--- config.mk ---
export PLATFORM = sky130hd
export DESIGN_NAME = bsmp_byte_serial_master_port
export DESIGN_NICKNAME = d
export VERILOG_FILES = /design/src/rtl/bsmp_bit_sync.v /design/src/rtl/bsmp_byte_serial_master_port.v
export VERILOG_INCLUDE_DIRS = /design/src /design/src/rtl
export SDC_FILE = /design/constraint.sdc
export NUM_CORES = 1
export LEC_CHECK = 0
export BUFFER_PORTS_ARGS = -buffer_cell sky130_fd_sc_hd__buf_2
export CELL_PAD_IN_SITES_DETAIL_PLACEMENT = 0
export CELL_PAD_IN_SITES_GLOBAL_PLACEMENT = 1
export CORE_UTILIZATION = 42
export DETAILED_ROUTE_END_ITERATION = 10
export PLACE_DENSITY = 0.76
export SLEW_MARGIN = 20
export SYNTH_ARGS = -nofsm -noshare
export SYNTH_HDL_FRONTEND = slang
export SYNTH_HIERARCHICAL = 1
export SYNTH_SLANG_ARGS = --single-unit
export TNS_END_PERCENT = 100
--- constraint.sdc ---
create_clock -name clock -period 2.3 [get_ports clock]
set_input_delay 0.23 -clock clock [delete_from_list [all_inputs] [get_ports clock]]
set_output_delay 0.23 -clock clock [all_outputs]
set_load 0.03 [all_outputs]
--- src/rtl/bsmp_regs.vh ---
// Constants for the byte serial master port: bit counts, states, clock divider.
// Assumes inclusion by bsmp_byte_serial_master_port.v and bsmp_bit_sync.v.
`ifndef BSMP_REGS_VH
`define BSMP_REGS_VH

// Bits per transfer
`define BSMP_BITS 4'h8
// Last bit index
`define BSMP_LAST_BIT 3'h7
// Default half period of the shift clock in system clocks
`define BSMP_HALF_DIV 8'h04
// State codes
`define BSMP_ST_IDLE 2'h0
`define BSMP_ST_LEAD 2'h1
`define BSMP_ST_TRAIL 2'h2
`define BSMP_ST_DONE 2'h3
// Reset values
`define BSMP_RST_BYTE 8'h00
`define BSMP_RST_CNT 8'h00
`define BSMP_RST_BIT 3'h0
`define BSMP_RST_SCK 1'h0
`define BSMP_RST_TXD 1'h1

`endif

--- src/rtl/bsmp_bit_sync.v ---
// Two flip-flop synchroniser for one level from outside the clock domain.
// Assumes clock is the block clock and srst is synchronous, active high.
`timescale 1ns/1ps
`default_nettype none
`include "bsmp_regs.vh"

module bsmp_bit_sync (
  input wire clock,
  input wire srst,
  input wire asyncIn,
  output wire syncOut
);
  reg meta_ff;
  reg sync_ff;

  // First stage only feeds the second
  always @(posedge clock) begin
    if (srst) begin
      meta_ff <= 1'b0;
      sync_ff <= 1'b0;
    end else begin
      meta_ff <= asyncIn;
      sync_ff <= meta_ff;
    end
  end

  assign syncOut = sync_ff;
endmodule // bsmp_bit_sync

`default_nettype wire

--- src/rtl/bsmp_byte_serial_master_port.v ---
// Byte serial master port: one full-duplex byte per start command.
// Assumes a core on the same clock drives start, txByte and clockInvert;
// the receive pin comes from outside and is synchronised here.
// What this block does
// - Each start command shifts exactly one transmit byte out on the transmit pin.
// - A receive byte is shifted in from the receive pin during the same transfer.
// - The port always drives the shift clock; the peripheral takes it as input.
// - Completion of every byte is signalled, optionally as a request held until the flag is cleared.
// - Each byte needs a new start, so an idle gap separates transfers.
// - With clock invert one, transmit shifts on falling, receive samples on rising.
// - With clock invert zero, transmit shifts on rising, receive samples on falling.
`timescale 1ns/1ps
`default_nettype none
`include "bsmp_regs.vh"

module bsmp_byte_serial_master_port #(
  parameter [7:0] HALF_DIV = `BSMP_HALF_DIV
) (
  input wire clock,
  input wire srst,
  input wire start,
  input wire [7:0] txByte,
  input wire clockInvert,
  input wire doneIrqEnable,
  input wire doneClear,
  input wire portReceiveDataPin,
  output wire portTransmitDataPin,
  output wire portShiftClock,
  output wire busy,
  output wire [7:0] rxByte,
  output wire doneFlag,
  output wire doneIrq
);
  reg [1:0] state_ff, nxt_state;
  reg [7:0] div_ff, nxt_div;
  reg [2:0] bit_ff, nxt_bit;
  reg [7:0] txSh_ff, nxt_txSh;
  reg [7:0] rxSh_ff, nxt_rxSh;
  reg [7:0] rxByte_ff, nxt_rxByte;
  reg sck_ff, nxt_sck;
  reg txd_ff, nxt_txd;
  reg done_ff, nxt_done;
  wire rxdSync;
  wire divEnd;
  wire lastBit;
  wire idleLevel;

  // State codes of the transfer engine
  localparam [1:0] ST_IDLE = `BSMP_ST_IDLE;
  localparam [1:0] ST_LEAD = `BSMP_ST_LEAD;
  localparam [1:0] ST_TRAIL = `BSMP_ST_TRAIL;
  localparam [1:0] ST_DONE = `BSMP_ST_DONE;

  // Receive pin crosses into the clock domain
  bsmp_bit_sync uRxdSync (
    .clock(clock),
    .srst(srst),
    .asyncIn(portReceiveDataPin),
    .syncOut(rxdSync)
  );

  // End of a half period of the shift clock
  assign divEnd = (div_ff == (HALF_DIV - 8'h01));
  // Last of the eight bits is on the link
  assign lastBit = (bit_ff == `BSMP_LAST_BIT);
  // Clock rests away from the edge that shifts
  assign idleLevel = ~clockInvert;

  // Sequencing: states, half period counter, bit counter
  always @* begin
    nxt_state = state_ff;
    nxt_div = div_ff;
    nxt_bit = bit_ff;
    case (state_ff)
      ST_IDLE: begin
        nxt_div = `BSMP_RST_CNT;
        if (start) begin
          nxt_bit = `BSMP_RST_BIT;
          nxt_state = ST_LEAD;
        end
      end
      ST_LEAD: begin
        if (divEnd) begin
          nxt_div = `BSMP_RST_CNT;
          nxt_state = ST_TRAIL;
        end else begin
          nxt_div = div_ff + 8'h01;
        end
      end
      ST_TRAIL: begin
        if (divEnd) begin
          nxt_div = `BSMP_RST_CNT;
          if (lastBit) begin
            nxt_state = ST_DONE;
          end else begin
            nxt_bit = bit_ff + 3'h1;
            nxt_state = ST_LEAD;
          end
        end else begin
          nxt_div = div_ff + 8'h01;
        end
      end
      ST_DONE: begin
        // Back to idle; next byte waits for a new start
        nxt_state = ST_IDLE;
      end
      default: begin
        nxt_state = ST_IDLE;
      end
    endcase
  end

  // Shift clock and transmit pin
  always @* begin
    nxt_sck = sck_ff;
    nxt_txd = txd_ff;
    nxt_txSh = txSh_ff;
    case (state_ff)
      ST_IDLE: begin
        // Port drives the clock, resting at idle
        nxt_sck = idleLevel;
        // First bit leaves with the start, MSB first
        if (start) begin
          nxt_txd = txByte[7];
          nxt_txSh = {txByte[6:0], 1'b0};
        end
      end
      ST_LEAD: begin
        if (divEnd) begin
          nxt_sck = ~sck_ff;
        end
      end
      ST_TRAIL: begin
        if (divEnd) begin
          nxt_sck = ~sck_ff;
          if (!lastBit) begin
            nxt_txd = txSh_ff[7];
            nxt_txSh = {txSh_ff[6:0], 1'b0};
          end
        end
      end
      default: begin
        nxt_sck = sck_ff;
      end
    endcase
  end

  // Receive shifter, receive buffer and completion flag
  always @* begin
    nxt_rxSh = rxSh_ff;
    nxt_rxByte = rxByte_ff;
    nxt_done = done_ff;
    // Clear by the core; a completing byte overrides it
    if (doneClear) begin
      nxt_done = 1'b0;
    end
    case (state_ff)
      ST_LEAD: begin
        if (divEnd) begin
          nxt_rxSh = {rxSh_ff[6:0], rxdSync};
        end
      end
      ST_DONE: begin
        nxt_rxByte = rxSh_ff;
        nxt_done = 1'b1;
      end
      default: begin
        nxt_rxSh = rxSh_ff;
      end
    endcase
  end

  // Sequencing registers
  always @(posedge clock) begin
    if (srst) begin
      state_ff <= ST_IDLE;
      div_ff <= `BSMP_RST_CNT;
      bit_ff <= `BSMP_RST_BIT;
    end else begin
      state_ff <= nxt_state;
      div_ff <= nxt_div;
      bit_ff <= nxt_bit;
    end
  end

  // Link side registers; transmit pin idles high after reset
  always @(posedge clock) begin
    if (srst) begin
      sck_ff <= `BSMP_RST_SCK;
      txd_ff <= `BSMP_RST_TXD;
      txSh_ff <= `BSMP_RST_BYTE;
      rxSh_ff <= `BSMP_RST_BYTE;
    end else begin
      sck_ff <= nxt_sck;
      txd_ff <= nxt_txd;
      txSh_ff <= nxt_txSh;
      rxSh_ff <= nxt_rxSh;
    end
  end

  // Core side registers: receive buffer and sticky flag
  always @(posedge clock) begin
    if (srst) begin
      rxByte_ff <= `BSMP_RST_BYTE;
      done_ff <= 1'b0;
    end else begin
      rxByte_ff <= nxt_rxByte;
      done_ff <= nxt_done;
    end
  end

  // Outputs
  assign portTransmitDataPin = txd_ff;
  assign portShiftClock = sck_ff;
  assign busy = (state_ff != ST_IDLE);
  assign rxByte = rxByte_ff;
  assign doneFlag = done_ff;
  assign doneIrq = done_ff & doneIrqEnable;
endmodule // bsmp_byte_serial_master_port

`default_nettype wire

## Word level (Yosys, flattened, before mapping)

Index checks and enable logic that the tools add are counted.

| word-level totals | value |
|---|---|
| register bits after elaboration | 42 |
| bits in latches | 0 |
| memory bits (writable) | 0 |
| bits in read-only memories | 0 |
| bits of input ports | 15 |
| output and inout port bits | 13 |
| word-level logic and storage cells | 59 |
| memories kept | 0 |

| operators by class | value |
|---|---|
| $add $sub $neg | 2 |
| multipliers | 0 |
| div/mod/pow operators | 0 |
| order comparisons | 0 |
| equal/unequal tests | 10 |
| shift operators | 0 |
| muxes and demuxes | 23 |
| bitwise operators | 3 |
| reductions and logical operators | 10 |

Operators by type and width:

| operator | number |
|---|---|
| $mux 8 | 4 |
| $pmux 8 s2 | 2 |
| $mux 3 | 3 |
| $add 8x1->8 const B | 1 |
| $eq 8x2->1 const B | 1 |
| $mux 2 | 4 |
| $ne 2x2->1 const B | 4 |
| $pmux 2 s4 | 1 |
| $reduce_bool 2->1 | 4 |
| $mux 1 | 6 |
| $pmux 3 s2 | 1 |
| $eq 2x2->1 const B | 2 |
| $pmux 1 s2 | 2 |
| $reduce_and 2->1 | 2 |
| $reduce_and 4->1 | 1 |
| $add 3x1->3 const B | 1 |
| $eq 3x3->1 const B | 1 |
| $reduce_and 3->1 | 1 |
| $eq 2x1->1 const B | 1 |
| $logic_not 2->1 | 1 |
| $ne 2x1->1 const B | 1 |
| $not 1->1 | 2 |
| $reduce_or 2->1 | 1 |
| $and 1x1->1 | 1 |

## Logic depth before layout (Yosys ltp)

| logic depth | value |
|---|---|
| depth after elaboration | 4 |
| gate-level depth with buffers | 7 |
| mapped depth without buffers | 6 |

## Modules after synthesis

The synthesis kept the hierarchy.

Modules (own cells, without submodules):

| module | times used | cells each | area an instance (sq um) | seq. area each (sq um) |
|---|---|---|---|---|
| bsmp_byte_serial_master_port | 1 | 185 | 1742.9 | 780.7 |
| bsmp_bit_sync | 1 | 4 | 52.6 | 40.0 |

## Least setup slack after synthesis

Ideal clock, no wire load.

| timing | value |
|---|---|
| path type | reg-to-reg |
| start point | register state_ff[0] |
| end point | register txSh_ff[2] |
| setup time | 0.119 ns |
| arrival time | 1.506 ns |
| required time | 2.181 ns |
| setup slack | 0.675 ns |
| stages on the path, launching flop included | 7 |
| buffers on the path | 0 |
| period minus slack after synthesis | 1.625 ns |
| cell sequence | dfxtp_1 inv_1 ha_1 nor2b_1 nor3b_2 nand2_4 o221a_2 |

| on the way | value |
|---|---|
| word-level cells in the longest chain between the ends | 3 |
| elaborated cells between the ends (all ways) | 8 |
| those cells by class | eq/ne (4); mux (1); reduce/logical (3) |

Ends and longest elaborated chain:

| element | line | text |
|---|---|---|
| start: declaration | bsmp_byte_serial_master_port.v:34 | `reg [1:0] state_ff, nxt_state;` |
| start signal: assignment | bsmp_byte_serial_master_port.v:180 | `state_ff <= nxt_state;` |
| $eq 2x2->1 or $logic_not 2->1 (tied branches) | bsmp_byte_serial_master_port.v:118 | `case (state_ff)` |
| $ne 2x2->1 (no source line) or $reduce_bool 2->1 (tied branches) | -- |  |
| $reduce_and 4->1 (no source line) | -- |  |
| end signal: assignment | bsmp_byte_serial_master_port.v:191 | `` txSh_ff <= `BSMP_RST_BYTE; `` |
| end signal: assignment | bsmp_byte_serial_master_port.v:196 | `txSh_ff <= nxt_txSh;` |
| end: declaration | bsmp_byte_serial_master_port.v:37 | `reg [7:0] txSh_ff, nxt_txSh;` |

Several ways; a longest one is shown, not always the timed one.
A chain may end at the register's enable or synchronous reset.

## Worst setup path in the final report

| timing | value |
|---|---|
| start point | register state_ff[0] |
| end point | register txSh_ff[6] |

The elaborated chain is that of the path after synthesis.

==> impl_metrics.tcl <==
set metrics [dict create \
    fp.dieW_um 67.4 \
    wirelength_um 3580 \
    io_pins 28 \
    max-clock-path-buffers 2 \
    cts_hold_repair.buffers 0 \
    synthesis.instances 189 \
    relSlewSlack_pct 61.4 \
    synth.lib_cells_used.distinct 41 \
    gp_congestion 0.860 \
    synthFlopType "dfxtp_1" \
    clk_pin_slew_worst_paths_ps 80 \
    timing_worst_setup_path_type "flip-flop to flip-flop" \
    synthesis.area_per_instance_um2 9.50 \
    synth-seq-cells 41 \
    routed-via-count 1398 \
    first_global_vias 1254 \
    drt_iter0_markers 76 \
    critPathMaxFanout 9 \
    regToRegEndpoint "txSh_ff[6]" \
    post-route-util_pct 51.0 \
    largest_net_degree_at_the_start_of_global_routing 20 \
    leakage_nw 0.848 \
    post_synth_instance_area_um2 1800 \
    fillCellCount 383 \
    placement.io_buffers 27 \
    min_period_ps 1810 \
    final_layout_size_suffix_gt1_share_pct 23.0 \
    timing.setup.tns_ps 0 \
    grt_antenna_before_repair 0 \
    endpoint_kind "flip-flop" \
    fp.dieH_um 67.4 \
    rsz0062_at_grt "no" \
    yosys_warn_count 6 \
    cap_violations 0 \
    finalSetupViolations 0 \
    worstMarginPinSlew_ps 580 \
    final_min_period_over_clock_period_pct 78.8 \
    placedCellCount 260 \
    die_area_um2 4540 \
    startpoint_type "flip-flop" \
    hold_path_depth 2 \
    synth-edff-count 0 \
    timing.clock.skew_ps 7.82 \
    synth_top_area_share_pct 45.7 \
    firstDrtPassIters 4 \
    grt.overflow.total 0 \
    worst_skew_pair.late_latency_ps 290 \
    outcome "finished, final reports clean" \
    post_cts.resized_instances 0 \
    track_usage_pct 17.5 \
    routed_via_density 5.24 \
    synthDominantAreaCellType "dfxtp_1" \
    pwr_density_cell_nw_per_um2 942 \
    grt_pass1_wl_um 5830 \
    layout.nets 240 \
    detailedPlace.worstSlack_ps 503 \
    worst_ep_arrival_time_ps 2000 \
    dpl.hpwl_um 2530 \
    tritoncts "built" \
    clock-root-buffer "clkbuf_8" \
    holdCritPathClass "input port to flip-flop" \
    worstPathRequired_ps 2490 \
    r2r_setup_slack_ps 490 \
    synth.area.top_cells "dfxtp_1 46%, nor2_1 6.7%, ha_1 5.6%" \
    postSynthNetCount 212 \
    area_delta_synth_final_pct 15.3 \
    cts_max_level 2 \
    final_cell_count_without_fillers 267 \
    peak_freq_mhz 552 \
    effective_utilization_at_floorplan_pct 44.2 \
    diodes 0 \
    post_cts_buffers 0 \
    cts.sink_count 41 \
    async_flop_share_pct 0 \
    ant_nets 0 \
    worst_hold_endpoint "uRxdSync/meta_ff" \
    hold_path_startpoint "portReceiveDataPin" \
    regToRegStartpoint "state_ff[0]" \
    register_area_share_after_synthesis_pct 45.7 \
    detail_route.wl_per_cell_um 13.4 \
    core_region_area_um2 4060 \
    worst_ir_drop_vdd_mv 0.475 \
    final-max-slew-violation-count 0 \
    route.detailed.drc 0 \
    placement_rows 23 \
    tritoncts.num_buffers 5 \
    final_hold_violations 0 \
    setup_slack_ps 487 \
    ff2ff_path_depth 6 \
]
sequential cells by signal, summed over array words and instances (netlist names):
register	count
txSh_ff	7
state_ff	2
uRxdSync/meta_ff	1
portShiftClock	1
div_ff	8
bit_ff	3
doneFlag	1
portTransmitDataPin	1
rxByte	8
uRxdSync/syncOut	1
rxSh_ff	8
metrics by stage:
step / hold slack (ps) / area [µm²] / total power [W]
6_report: 151 / 2070 / 0.00195
5_1_grt: 161 / 2070 / 0.00207
4_1_cts: 145 / 2070 / 0.00196
3_5_place_dp: 430 / 1970 / 0.00140
3_3_place_gp: 432 / 1970 / 0.00138
2_1_floorplan: 302 / 1800 / 0.00127
routing by layer:
metal,GRT usage (%),up-vias,part of all wire [%]
li1,-,710,-
met1,22.0,660,48
met2,27.5,22,48
met3,5.74,6,3.3
met4,6.91,0,1.4
met5,0,-,0
synthesized netlist by cell type, drive strengths merged (3+ instances only):
cell type,n
buf,3
mux2i,10
a21oi,12
nand2,14
o221a,6
clkbuf,4
inv,8
dfxtp,41
ha,8
nor2,32
nand3,12
xor2,6
o32ai,3
nor2b,4
o21ai,4
cells by family (layout without fill, tap and decap cells):
family,count (synthesis),after routing,share of synthesized area (%)
buffers and inverters,15,43,3.62
flip-flops,41,41,45.7
AO/OA/AOI/OAI,33,33,14.1
multiplexers,10,10,5.58
XOR/XNOR,7,7,3.41
AND/OR/NAND/NOR,75,75,22.0
adder cells (fa/ha/maj),8,8,5.58
placed cells by master (no fill, tap or decap), types with 3 or more instances in the layout:
cell      synthesis  routed
dfxtp_1          41      41
nor2_1           32      32
buf_2             1      27
nand3_1          12      12
nand2_1          12      12
a21oi_1          12      12
mux2i_1          10      10
inv_1             8       8
ha_1              8       8
xor2_1            6       6
o221a_2           5       5
clkbuf_8          0       5
nor2b_1           4       4
o32ai_1           3       3
worst max-delay path, cell delays in order, from the launching register on:
cell	delay [ps]
dfxtp_1	390
inv_1	110
ha_1	280
nor2b_1	200
nor3b_2	300
nand2_4	140
o221a_2	290
how the worst max path moves through the flow:
| stage | startpoint | endpoint | slack (ps) | cells past startpoint |
|---|---|---|---|---|
| detailed placement | state_ff[0] | txSh_ff[2] | 500 | 6 |
| global placement | state_ff[0] | txSh_ff[4] | 600 | 6 |
| floorplan | state_ff[0] | txSh_ff[2] | 680 | 6 |
| CTS | state_ff[0] | txSh_ff[6] | 480 | 6 |
| global route | state_ff[0] | txSh_ff[6] | 320 | 6 |
| finish | state_ff[0] | txSh_ff[6] | 490 | 6 |
where the power goes:
part	total [W]	internal (W)	switching (W)
Combinational	0.000541	0.000204	0.000337
Sequential	0.000854	0.000789	0.0000645
Clock	0.000556	0.000315	0.000240
cell type report:
cell class	instances	area, µm²	area share [%]
inverters	8	30.0	1.45
multi-input cells	133	910	44.0
flip-flops and latches	41	821	39.7
repair buffers	28	143	6.89
clock inverters	2	35.0	1.69
well taps	50	62.6	3.02
clock buffers	5	68.8	3.33
No activity file was read; power rests on OpenSTA's default activity.
